$ cat src/verilog/rsap_pkg.sv
package rsap_pkg;
    localparam int ADDR_W = 7;
    localparam int DATA_W = 8;
    localparam int MEM_WORDS = 128;
    localparam int FIFO_DEPTH = 16;
    localparam int DIR_BIT = 7;
    localparam int WP_BIT = 6;
    localparam int KEY_HI = 7;
    localparam int KEY_LO = 4;
    localparam int DIODE_HI = 3;
    localparam int DIODE_LO = 2;
    localparam int RES_HI = 1;
    localparam int RES_LO = 0;
    localparam logic [6:0] ADDR_CONTROL = 7'h0f;
    localparam logic [6:0] ADDR_STATUS = 7'h10;
    localparam logic [6:0] ADDR_TRICKLE = 7'h11;
    localparam logic [6:0] RTC_BASE = 7'h00;
    localparam logic [6:0] RTC_TOP = 7'h1f;
    localparam logic [6:0] RAM_BASE = 7'h20;
    localparam logic [6:0] RAM_TOP = 7'h7f;
    localparam logic [7:0] CONTROL_RESET = 8'h00;
    localparam logic [7:0] CONTROL_WMASK = 8'h47;
    localparam logic [7:0] STATUS_VALUE = 8'h00;
    localparam logic [7:0] TRICKLE_RESET = 8'h00;
    localparam logic [3:0] KEY_ENABLE = 4'ha;
    localparam logic [1:0] DIODE_ONE = 2'h1;
    localparam logic [1:0] DIODE_TWO = 2'h2;
    localparam logic [1:0] RES_NONE = 2'h0;
    localparam logic [2:0] BIT_FIRST = 3'h0;
    localparam logic [2:0] BIT_LAST = 3'h7;
    localparam logic [2:0] BIT_STEP = 3'h1;

    typedef enum logic [1:0] {
        RSAP_IDLE = 2'b00,
        RSAP_ADDR = 2'b01,
        RSAP_DATA = 2'b10
    } rsap_state_t;

    typedef struct packed {
        logic [6:0] addr;
        logic [7:0] data;
    } rsap_wr_t;

    typedef struct packed {
        logic enable;
        logic twoDiodes;
        logic [1:0] resistor;
    } rsap_chg_t;
endpackage

$ cat src/verilog/rsap_fifo.sv
`timescale 1ns/1ps
module rsap_fifo #(
    parameter int WIDTH = 15,
    parameter int DEPTH = 16
) (
    input wire logic core_clk,
    input wire logic rstn,
    input wire logic inValid,
    output logic inReady,
    input wire logic [WIDTH-1:0] inData,
    output logic outValid,
    input wire logic outReady,
    output logic [WIDTH-1:0] outData
);
    localparam int AW = $clog2(DEPTH);
    localparam logic [AW:0] DEPTH_CNT = (AW+1)'(DEPTH);
    localparam logic [AW:0] CNT_ONE = (AW+1)'(1);
    localparam logic [AW-1:0] PTR_ONE = AW'(1);
    localparam logic [AW-1:0] PTR_LAST = AW'(DEPTH - 1);

    logic [WIDTH-1:0] store_ff [0:DEPTH-1];
    logic [AW-1:0] wrPtr_ff;
    logic [AW-1:0] rdPtr_ff;
    logic [AW:0] count_ff;
    wire push = inValid & inReady;
    wire pop = outValid & outReady;
    wire [AW-1:0] nxt_wrPtr = (wrPtr_ff == PTR_LAST) ? '0 : AW'(wrPtr_ff + PTR_ONE);
    wire [AW-1:0] nxt_rdPtr = (rdPtr_ff == PTR_LAST) ? '0 : AW'(rdPtr_ff + PTR_ONE);

    assign inReady = (count_ff != DEPTH_CNT);
    assign outValid = (count_ff != '0);
    assign outData = store_ff[rdPtr_ff];

    always_ff @(posedge core_clk) begin
        if (push) begin
            store_ff[wrPtr_ff] <= inData;
        end
    end

    always_ff @(posedge core_clk or negedge rstn) begin
        if (!rstn) begin
            wrPtr_ff <= '0;
            rdPtr_ff <= '0;
            count_ff <= '0;
        end else begin
            if (push) begin
                wrPtr_ff <= nxt_wrPtr;
            end
            if (pop) begin
                rdPtr_ff <= nxt_rdPtr;
            end
            if (push && !pop) begin
                count_ff <= (AW+1)'(count_ff + CNT_ONE);
            end else if (pop && !push) begin
                count_ff <= (AW+1)'(count_ff - CNT_ONE);
            end
        end
    end
endmodule

$ cat src/verilog/rsap_serial_port.sv
`timescale 1ns/1ps
// How it works
// - Strap high four-wire, low three-wire
// - Device is slave; master drives clocks
// - Chip select rise starts new transaction
// - Clock level at select sets idle
// - Strobe edge captures, opposite edge shifts
// - Deselected: ignore inputs, output hi-Z
// - Writes latch data, output stays hi-Z
// - Read output hi-Z until byte ready
// - Four-wire mode shifts MSB first
// - First byte is address, data follows
// - Address bit seven picks write/read
// - Single byte or burst until deselect
// - Pointer increments after each data byte
// - Clock area wraps to 00h/80h
// - RAM area wraps to 20h/A0h
// - Low primary supply blocks all writes
// - Charger enabled only by key 1010
// - Charger disabled after power-up
// - Resistor 01/10/11 chosen, 00 off
// - Three-wire: LSB first, rise in, fall out
// - Write-protect bit blocks all writes except to itself
module rsap_serial_port (
    input wire logic core_clk,
    input wire logic rstn,
    input wire logic interfaceSelectStrap,
    input wire logic chipSelect,
    input wire logic serialClk,
    input wire logic serialIn,
    output logic serialOut,
    output logic serialOutEn,
    input wire logic primaryBelowBattery,
    input wire logic commitHold,
    output logic fifoReady,
    output logic writeProtect,
    output rsap_pkg::rsap_chg_t charger
);
    localparam int WR_W = $bits(rsap_pkg::rsap_wr_t);

    // Pin synchronisers: strap, select, clock, data, supply compare
    logic [4:0] meta_ff;
    logic [4:0] sync_ff;
    logic prevCs_ff;
    logic prevSclk_ff;
    rsap_pkg::rsap_state_t state_ff;
    logic spiMode_ff;
    logic idleHigh_ff;
    logic [2:0] bitCnt_ff;
    logic [7:0] shift_ff;
    logic [6:0] ptr_ff;
    logic write_ff;
    logic [7:0] tx_ff;
    logic txReady_ff;
    logic outBit_ff;
    logic outEn_ff;
    logic [7:0] control_ff;
    logic [7:0] trickle_ff;
    logic [7:0] mem_ff [0:rsap_pkg::MEM_WORDS-1];

    wire syncStrap = sync_ff[4];
    wire syncCs = sync_ff[3];
    wire syncSclk = sync_ff[2];
    wire syncSdi = sync_ff[1];
    wire syncLow = sync_ff[0];

    wire csRise = syncCs & ~prevCs_ff;
    wire sclkRise = syncSclk & ~prevSclk_ff;
    wire sclkFall = ~syncSclk & prevSclk_ff;
    wire inFrame = syncCs & ~csRise & (state_ff != rsap_pkg::RSAP_IDLE);
    // Four-wire: capture on return to idle; three-wire: capture on rise
    wire strobeRaw = spiMode_ff ? (idleHigh_ff ? sclkRise : sclkFall) : sclkRise;
    wire shiftRaw = spiMode_ff ? (idleHigh_ff ? sclkFall : sclkRise) : sclkFall;
    wire strobeEdge = inFrame & strobeRaw;
    wire shiftEdge = inFrame & shiftRaw;
    wire [7:0] nxt_shift = spiMode_ff ? {shift_ff[6:0], syncSdi} : {syncSdi, shift_ff[7:1]};
    wire byteDone = strobeEdge & (bitCnt_ff == rsap_pkg::BIT_LAST);
    wire addrDone = byteDone & (state_ff == rsap_pkg::RSAP_ADDR);
    wire dataDone = byteDone & (state_ff == rsap_pkg::RSAP_DATA);
    wire [2:0] nxt_bitCnt = 3'(bitCnt_ff + rsap_pkg::BIT_STEP);

    wire ptrAtRtcTop = (ptr_ff == rsap_pkg::RTC_TOP);
    wire ptrAtRamTop = (ptr_ff == rsap_pkg::RAM_TOP);
    wire [6:0] nxt_ptr = ptrAtRtcTop ? rsap_pkg::RTC_BASE :
        ptrAtRamTop ? rsap_pkg::RAM_BASE : 7'(ptr_ff + 7'h01);

    // Read source: start address after the address byte, else next location
    wire [6:0] rdAddr = addrDone ? nxt_shift[6:0] : nxt_ptr;
    wire rdControl = (rdAddr == rsap_pkg::ADDR_CONTROL);
    wire rdStatus = (rdAddr == rsap_pkg::ADDR_STATUS);
    wire rdTrickle = (rdAddr == rsap_pkg::ADDR_TRICKLE);
    wire [7:0] rdData = rdControl ? control_ff : rdStatus ? rsap_pkg::STATUS_VALUE :
        rdTrickle ? trickle_ff : mem_ff[rdAddr];

    // Write path through the FIFO
    rsap_pkg::rsap_wr_t pushEntry;
    rsap_pkg::rsap_wr_t popEntry;
    logic [WR_W-1:0] popBits;
    logic popValid;
    wire pushValid = dataDone & write_ff;
    wire popReady = ~commitHold;
    wire pop = popValid & popReady;
    wire wpSet = control_ff[rsap_pkg::WP_BIT];
    wire blocked = wpSet | syncLow;
    wire commit = pop & ~blocked;
    wire hitControl = (popEntry.addr == rsap_pkg::ADDR_CONTROL);
    wire hitStatus = (popEntry.addr == rsap_pkg::ADDR_STATUS);
    wire hitTrickle = (popEntry.addr == rsap_pkg::ADDR_TRICKLE);
    wire memWrite = commit & ~hitControl & ~hitStatus & ~hitTrickle;
    wire [7:0] controlWr = popEntry.data & rsap_pkg::CONTROL_WMASK;

    assign pushEntry.addr = ptr_ff;
    assign pushEntry.data = nxt_shift;
    assign popEntry = rsap_pkg::rsap_wr_t'(popBits);

    rsap_fifo #(
        .WIDTH(WR_W),
        .DEPTH(rsap_pkg::FIFO_DEPTH)
    ) u_fifo (
        .core_clk(core_clk),
        .rstn(rstn),
        .inValid(pushValid),
        .inReady(fifoReady),
        .inData(pushEntry),
        .outValid(popValid),
        .outReady(popReady),
        .outData(popBits)
    );

    // Charger decode
    wire [3:0] keyField = trickle_ff[rsap_pkg::KEY_HI:rsap_pkg::KEY_LO];
    wire [1:0] diodeField = trickle_ff[rsap_pkg::DIODE_HI:rsap_pkg::DIODE_LO];
    wire [1:0] resField = trickle_ff[rsap_pkg::RES_HI:rsap_pkg::RES_LO];
    wire diodeOk = (diodeField == rsap_pkg::DIODE_ONE) | (diodeField == rsap_pkg::DIODE_TWO);
    assign charger.enable = (keyField == rsap_pkg::KEY_ENABLE) & diodeOk & (resField != rsap_pkg::RES_NONE);
    assign charger.twoDiodes = (diodeField == rsap_pkg::DIODE_TWO);
    assign charger.resistor = resField;

    assign serialOut = outBit_ff;
    assign serialOutEn = outEn_ff;
    assign writeProtect = wpSet;

    always_ff @(posedge core_clk or negedge rstn) begin
        if (!rstn) begin
            meta_ff <= '0;
            sync_ff <= '0;
            prevCs_ff <= 1'b0;
            prevSclk_ff <= 1'b0;
        end else begin
            meta_ff <= {interfaceSelectStrap, chipSelect, serialClk, serialIn, primaryBelowBattery};
            sync_ff <= meta_ff;
            prevCs_ff <= syncCs;
            prevSclk_ff <= syncSclk;
        end
    end

    // Frame sequencing; master owns clock and select
    always_ff @(posedge core_clk or negedge rstn) begin
        if (!rstn) begin
            state_ff <= rsap_pkg::RSAP_IDLE;
            spiMode_ff <= 1'b0;
            idleHigh_ff <= 1'b0;
            bitCnt_ff <= rsap_pkg::BIT_FIRST;
            shift_ff <= '0;
            ptr_ff <= '0;
            write_ff <= 1'b0;
        end else if (!syncCs) begin
            state_ff <= rsap_pkg::RSAP_IDLE;
            bitCnt_ff <= rsap_pkg::BIT_FIRST;
        end else if (csRise) begin
            state_ff <= rsap_pkg::RSAP_ADDR;
            spiMode_ff <= syncStrap;
            idleHigh_ff <= syncSclk;
            bitCnt_ff <= rsap_pkg::BIT_FIRST;
        end else if (strobeEdge) begin
            shift_ff <= nxt_shift;
            bitCnt_ff <= nxt_bitCnt;
            if (addrDone) begin
                state_ff <= rsap_pkg::RSAP_DATA;
                ptr_ff <= nxt_shift[6:0];
                write_ff <= nxt_shift[rsap_pkg::DIR_BIT];
            end else if (dataDone) begin
                ptr_ff <= nxt_ptr;
            end
        end
    end

    // Output shifter; driven only once a read byte is loaded
    always_ff @(posedge core_clk or negedge rstn) begin
        if (!rstn) begin
            tx_ff <= '0;
            txReady_ff <= 1'b0;
            outBit_ff <= 1'b0;
            outEn_ff <= 1'b0;
        end else if (!syncCs) begin
            txReady_ff <= 1'b0;
            outEn_ff <= 1'b0;
        end else if ((addrDone && !nxt_shift[rsap_pkg::DIR_BIT]) || (dataDone && !write_ff)) begin
            tx_ff <= rdData;
            txReady_ff <= 1'b1;
        end else if (shiftEdge && txReady_ff && !write_ff) begin
            outBit_ff <= spiMode_ff ? tx_ff[7] : tx_ff[0];
            tx_ff <= spiMode_ff ? {tx_ff[6:0], 1'b0} : {1'b0, tx_ff[7:1]};
            outEn_ff <= 1'b1;
        end
    end

    always_ff @(posedge core_clk or negedge rstn) begin
        if (!rstn) begin
            control_ff <= rsap_pkg::CONTROL_RESET;
            trickle_ff <= rsap_pkg::TRICKLE_RESET;
        end else if (pop && hitControl && !syncLow) begin
            if (wpSet) begin
                control_ff[rsap_pkg::WP_BIT] <= popEntry.data[rsap_pkg::WP_BIT];
            end else begin
                control_ff <= controlWr;
            end
        end else if (commit && hitTrickle) begin
            trickle_ff <= popEntry.data;
        end
    end

    always_ff @(posedge core_clk) begin
        if (memWrite) begin
            mem_ff[popEntry.addr] <= popEntry.data;
        end
    end

    a_idle_hiz: assert property (@(posedge core_clk) disable iff (!rstn) !syncCs |=> !serialOutEn)
        else $error("output driven while deselected");
    a_write_hiz: assert property (@(posedge core_clk) disable iff (!rstn)
        (state_ff == rsap_pkg::RSAP_DATA && write_ff) |-> !serialOutEn)
        else $error("output driven during write");
    a_addr_hiz: assert property (@(posedge core_clk) disable iff (!rstn)
        (state_ff == rsap_pkg::RSAP_ADDR) |-> !serialOutEn && !txReady_ff)
        else $error("output driven before read byte ready");
    a_frame_start: assert property (@(posedge core_clk) disable iff (!rstn)
        csRise |=> state_ff == rsap_pkg::RSAP_ADDR && bitCnt_ff == rsap_pkg::BIT_FIRST)
        else $error("select rise did not start address phase");
    a_idle_level: assert property (@(posedge core_clk) disable iff (!rstn)
        csRise |=> idleHigh_ff == $past(syncSclk) && spiMode_ff == $past(syncStrap))
        else $error("idle level or mode not captured at select");
    a_dir_bit: assert property (@(posedge core_clk) disable iff (!rstn)
        addrDone |=> write_ff == $past(nxt_shift[7]) && ptr_ff == $past(nxt_shift[6:0]))
        else $error("direction or start address wrong");
    a_rtc_wrap: assert property (@(posedge core_clk) disable iff (!rstn)
        dataDone && ptrAtRtcTop |=> ptr_ff == rsap_pkg::RTC_BASE)
        else $error("clock area pointer did not wrap");
    a_ram_wrap: assert property (@(posedge core_clk) disable iff (!rstn)
        dataDone && ptrAtRamTop |=> ptr_ff == rsap_pkg::RAM_BASE)
        else $error("memory area pointer did not wrap");
    a_block_write: assert property (@(posedge core_clk) disable iff (!rstn)
        pop && blocked && hitTrickle |=> $stable(trickle_ff))
        else $error("write accepted while protected");
    a_charger_key: assert property (@(posedge core_clk) disable iff (!rstn)
        $changed(trickle_ff) && keyField != rsap_pkg::KEY_ENABLE |-> !charger.enable)
        else $error("charger enabled without key");
    a_bit_order: assert property (@(posedge core_clk) disable iff (!rstn)
        shiftEdge && txReady_ff && !write_ff && syncCs && !spiMode_ff |=> serialOut == $past(tx_ff[0]))
        else $error("three-wire bit order wrong");
    a_mode_latch: assert property (@(posedge core_clk) disable iff (!rstn)
        inFrame |=> $stable(spiMode_ff) && $stable(idleHigh_ff))
        else $error("mode or idle level changed inside a frame");
    a_sclk_ignored: assert property (@(posedge core_clk) disable iff (!rstn)
        !syncCs |=> $stable(shift_ff) && $stable(ptr_ff))
        else $error("deselected port reacted to clock");
    a_partial_drop: assert property (@(posedge core_clk) disable iff (!rstn)
        !syncCs |=> state_ff == rsap_pkg::RSAP_IDLE && bitCnt_ff == rsap_pkg::BIT_FIRST)
        else $error("partial byte kept after deselect");
    a_bit_count: assert property (@(posedge core_clk) disable iff (!rstn)
        strobeEdge && !byteDone |=> bitCnt_ff == 3'($past(bitCnt_ff) + rsap_pkg::BIT_STEP))
        else $error("bit counter did not step on strobe");
    a_read_load: assert property (@(posedge core_clk) disable iff (!rstn)
        addrDone && !nxt_shift[rsap_pkg::DIR_BIT] |=> txReady_ff && tx_ff == $past(rdData))
        else $error("read byte not loaded after address");
    a_en_stays: assert property (@(posedge core_clk) disable iff (!rstn)
        serialOutEn && syncCs |=> serialOutEn)
        else $error("output released inside a read frame");
    a_no_drive_write: assert property (@(posedge core_clk) disable iff (!rstn)
        serialOutEn |-> !write_ff)
        else $error("output driven in a write frame");
    a_msb_first: assert property (@(posedge core_clk) disable iff (!rstn)
        shiftEdge && txReady_ff && !write_ff && syncCs && spiMode_ff |=> serialOut == $past(tx_ff[7]))
        else $error("four-wire bit order wrong");
    a_ptr_step: assert property (@(posedge core_clk) disable iff (!rstn)
        dataDone && !ptrAtRtcTop && !ptrAtRamTop |=> ptr_ff == 7'($past(ptr_ff) + 7'h01))
        else $error("pointer did not step after data byte");
    a_ptr_hold: assert property (@(posedge core_clk) disable iff (!rstn)
        !dataDone && !addrDone |=> $stable(ptr_ff))
        else $error("pointer moved without a byte");
    a_mem_blocked: assert property (@(posedge core_clk) disable iff (!rstn)
        pop && blocked && !hitControl && !hitStatus && !hitTrickle |=>
            mem_ff[$past(popEntry.addr)] == $past(mem_ff[popEntry.addr]))
        else $error("memory written while blocked");
    a_ctrl_protect: assert property (@(posedge core_clk) disable iff (!rstn)
        pop && hitControl && wpSet |=> control_ff[2:0] == $past(control_ff[2:0]))
        else $error("control written while protected");
    a_low_block: assert property (@(posedge core_clk) disable iff (!rstn)
        pop && syncLow |=> $stable(control_ff) && $stable(trickle_ff))
        else $error("register written on low supply");
endmodule

$ cat config.mk
export PLATFORM = sky130hd
export DESIGN_NAME = rsap_serial_port
export DESIGN_NICKNAME = d
export VERILOG_FILES = /design/src/verilog/rsap_pkg.sv /design/src/verilog/rsap_fifo.sv /design/src/verilog/rsap_serial_port.sv
export SDC_FILE = /design/constraint.sdc
export NUM_CORES = 2
export LEC_CHECK = 0
export ABC_CLOCK_PERIOD_IN_PS = 5950
export BUFFER_PORTS_ARGS = -buffer_cell sky130_fd_sc_hd__buf_2
export CELL_PAD_IN_SITES_DETAIL_PLACEMENT = 1
export CELL_PAD_IN_SITES_GLOBAL_PLACEMENT = 2
export CORE_ASPECT_RATIO = 1.2
export CORE_MARGIN = 4
export CORE_UTILIZATION = 35
export CTS_BUF_LIST = sky130_fd_sc_hd__clkbuf_4 sky130_fd_sc_hd__clkbuf_8
export CTS_CLUSTER_DIAMETER = 40
export DETAILED_ROUTE_END_ITERATION = 6
export PLACE_DENSITY = 0.65
export SYNTH_ARGS = -nofsm -noshare
export SYNTH_HDL_FRONTEND = slang
export SYNTH_HIERARCHICAL = 1
export SYNTH_SLANG_ARGS = --single-unit
$ cat constraint.sdc
create_clock -name core_clk -period 5.95 [get_ports core_clk]
set_input_delay 1.19 -clock core_clk [delete_from_list [all_inputs] [get_ports core_clk]]
set_output_delay 1.19 -clock core_clk [all_outputs]
set_load 0.02 [all_outputs]
==> flow_metrics.tcl <==
set metrics [dict create \
    postSynthCellCount 3548 \
    numCtsBuffers 219 \
    rsz0062_at_grt "no" \
    vias 32730 \
    cpMaxStageDelayCell "nor2_2" \
    globalRoute.totalOverflow 0 \
    synth_flop_cell "edfxtp_1" \
    power.total_uw 18560 \
    synth-async-reset-ratio_pct 5.318 \
    power_frac_clock_pct 42.9 \
    cp_num_cells 12 \
    cts_setup_buffers 0 \
    synth-edff-count 1264 \
    yosys.cell_count.top_type "edfxtp_1" \
    worstMarginPinSlew_ns 1.397 \
    fmax_mhz 207.3 \
    cts_resized 0 \
    crit_chain "ha_1 > and3_1 > a31oi_1 > o21ai_4 > nand2_8 > nor2_2 > buf_4 > a32oi_1 > nand4_1 > o21ai_0 > o311ai_1 > a31oi_1" \
    p_per_area_nw_per_um2 303.7 \
    first_pass_iters 7 \
    grt_pass1_vias 33780 \
    ys_warn_count 6 \
    finalHoldViolations 0 \
    setup_viol 0 \
    timing.final.crit_share_pct 81.06 \
    synth_common_cells "edfxtp_1 (1264), nand2_1 (642), nor2_1 (179)" \
    switchingPower_uw 4038 \
    initial_utilization_pct 35.33 \
    report.final.slew_viol_count 0 \
    r2r_slack_ns 1.13 \
    path_common_cell "a31oi_1" \
    synthToLayoutAreaGrowth_pct 13.04 \
    root_buffer "clkbuf_8" \
    ant_nets 0 \
    synth_top_area_cell "edfxtp_1" \
    outcome "finished, final reports clean" \
    die_area_um2 160800 \
    core_um2 153000 \
    endpoint_kind "register" \
    critPathTopFamily "simple AND/OR/NAND/NOR gates" \
    layout-drive-gt1-share_pct 16.78 \
    cts_max_level 4 \
    power_frac_comb_pct 1.5 \
    synth_top_area_share_pct 70.22 \
    sw_frac_of_total_pct 21.76 \
    critPathRequiredTime_ns 6.76 \
    fin_nets 3736 \
    tns_ns 0 \
    r2r_cells 12 \
    clk_pin_slew_ns 0.06 \
    r2r_start "ptr_ff[0]" \
    skew_ns 0.05965 \
    antenna_found_initial 9 \
    timing.rr.end "tx_ff[1]" \
    grt_use_total_pct 21.43 \
    cp-start-kind "register" \
    clock_latency_ns 0.98 \
    slowest_delay_ns 0.81 \
    max_slew_margin_pct 6.547 \
    fp.dieW_um 366.8 \
    cts_max_path_buffers 3 \
    crit_type "register to register" \
    ys_seq_elements 1335 \
    postSynthAreaPerCell_um2 15.24 \
    io_buffers 15 \
    viasPerCell 5.565 \
    fp-row-count 157 \
    fillerInstances 15450 \
    place.gp.congestion 0.8283 \
    synth_area_leaders "edfxtp_1 (70%), nand2_1 (4.5%), mux4_2 (3.7%)" \
    arrival_ns 5.63 \
    fin_crit_ns 4.823 \
    grt_pass1_wl_um 250500 \
    place_ws_ns 1.164 \
    drt-initial-drc-count 3100 \
    wire_per_inst_um 29.52 \
    multi_input_area_um2 13230 \
    leakage_uw 0.01964 \
    syn_area_um2 54060 \
    synth_cell_types 93 \
    cts_tree "done" \
    hold_ws_ns 0.1480 \
    maxCapViolations 0 \
    drcViolationCount 0 \
    die_h_um 438.5 \
    crit_path_start "ptr_ff[0]" \
    setup_slack_ns 1.127 \
    final-seq-area_um2 39740 \
    grt_max_degree 131 \
    wl_um 173700 \
    crit_end "tx_ff[1]" \
    p_seq_share_pct 55.6 \
    synth-seq-area-share_pct 73.50 \
    cts_hold_buffers 0 \
    hpwl_um 105400 \
    internal_power_uw 14520 \
    cts_sinks 1335 \
    io_pins 16 \
    worstHoldPathType "primary input to asynchronous set/reset pin" \
    critPathMaxFanout 49 \
    cp_num_buf_inv 1 \
    ir_worst_vdd_v 0.0002349 \
]
[flip-flops by register name, indices dropped and copies added, names as in the netlist]
| signal | count |
|---|---|
| mem_ff | 1024 |
| prevSclk_ff | 1 |
| trickle_ff | 8 |
| prevCs_ff | 1 |
| write_ff | 1 |
| bitCnt_ff | 3 |
| txReady_ff | 1 |
| u_fifo/count_ff | 5 |
| control_ff | 4 |
| meta_ff | 5 |
| sync_ff | 5 |
| spiMode_ff | 1 |
| tx_ff | 8 |
| idleHigh_ff | 1 |
| u_fifo/rdPtr_ff | 4 |
| serialOut | 1 |
| u_fifo/store_ff | 240 |
| u_fifo/wrPtr_ff | 4 |
| ptr_ff | 7 |
| state_ff | 2 |
| serialOutEn | 1 |
| shift_ff | 8 |
[how the worst min path moves through the flow]
stage              endpoint  slack (ns)  cells after the start
4_1_cts          meta_ff[4]        0.06                      1
3_3_place_gp     sync_ff[2]        0.34                      0
5_1_grt        bitCnt_ff[2]        0.12                      1
2_1_floorplan    sync_ff[0]        0.33                      0
3_5_place_dp     sync_ff[2]        0.34                      0
6_report       bitCnt_ff[2]        0.15                      1
[power groups by stage]
stage	registers (uW)	logic, uW	clock network [uW]
finish	10300	282	7960
global route	10300	313	8620
CTS	10300	292	8150
detailed placement	10500	292	0
global placement	10500	283	0
floorplan	10500	157	0
[through the flow]
step           std cells  instance area [um2]  utilization [%]
5_1_grt             5880                61100            39.93
2_1_floorplan       3571                54140                -
6_report            5882                61100            39.93
3_5_place_dp        5480                56820            37.13
3_3_place_gp        5480                56820            37.13
4_1_cts             5879                61100            39.93
[cells in the final DEF, fill, tap and decap left out, types with 24 or more instances in the layout]
master,synthesis,final
o21ai_0,41,40
clkbuf_4,0,74
a311oi_1,35,35
clkinv_1,0,56
nand2_1,642,641
a31oi_1,99,99
dfrtp_1,71,69
nor2_1,179,175
a21oi_1,64,64
nand3_1,147,147
and3_1,105,105
edfxtp_1,1264,1264
mux2_2,27,27
mux2i_1,114,114
clkbuf_8,0,223
conb_1,1,24
mux4_2,90,90
a22oi_1,25,24
buf_4,48,105
a32oi_1,53,53
a211oi_1,92,92
[layer usage]
| metal | share of wire [%] | vias up | track usage (%) | wire length, um |
|---|---|---|---|---|
| li1 | - | 14110 | - | - |
| met1 | 42 | 17280 | 28.09 | 72600 |
| met2 | 50 | 1054 | 36.40 | 86140 |
| met3 | 5.6 | 289 | 3.629 | 9712 |
| met4 | 3.0 | 2 | 6.963 | 5190 |
| met5 | 0.0075 | - | 0 | 13 |
[cells by family (layout without fill, tap and decap cells)]
logic type	after synthesis	in the layout	synth area share [%]
AOI/OAI and AO/OA	541	541	7.138
xor gates and xnor gates	11	11	0.1782
buffers and inverters	236	557	2.530
DFF	1335	1335	73.50
adders and majority gates	14	14	0.3379
muxes	241	241	6.830
and+or+nand+nor	1169	1169	9.476
other	1	27	0.006937
[layout make-up]
cell class | count | area share (%)
clock buffers | 297 | 5.932
repair buffers | 141 | 2.125
clock inverters | 102 | 1.065
well taps | 1987 | 4.069
inverters | 17 | 0.1044
multi-input cells | 2000 | 21.65
diodes | 3 | 0.01229
flip-flops and latches | 1335 | 65.04
Note: power is estimated with default switching activity, not from simulation.
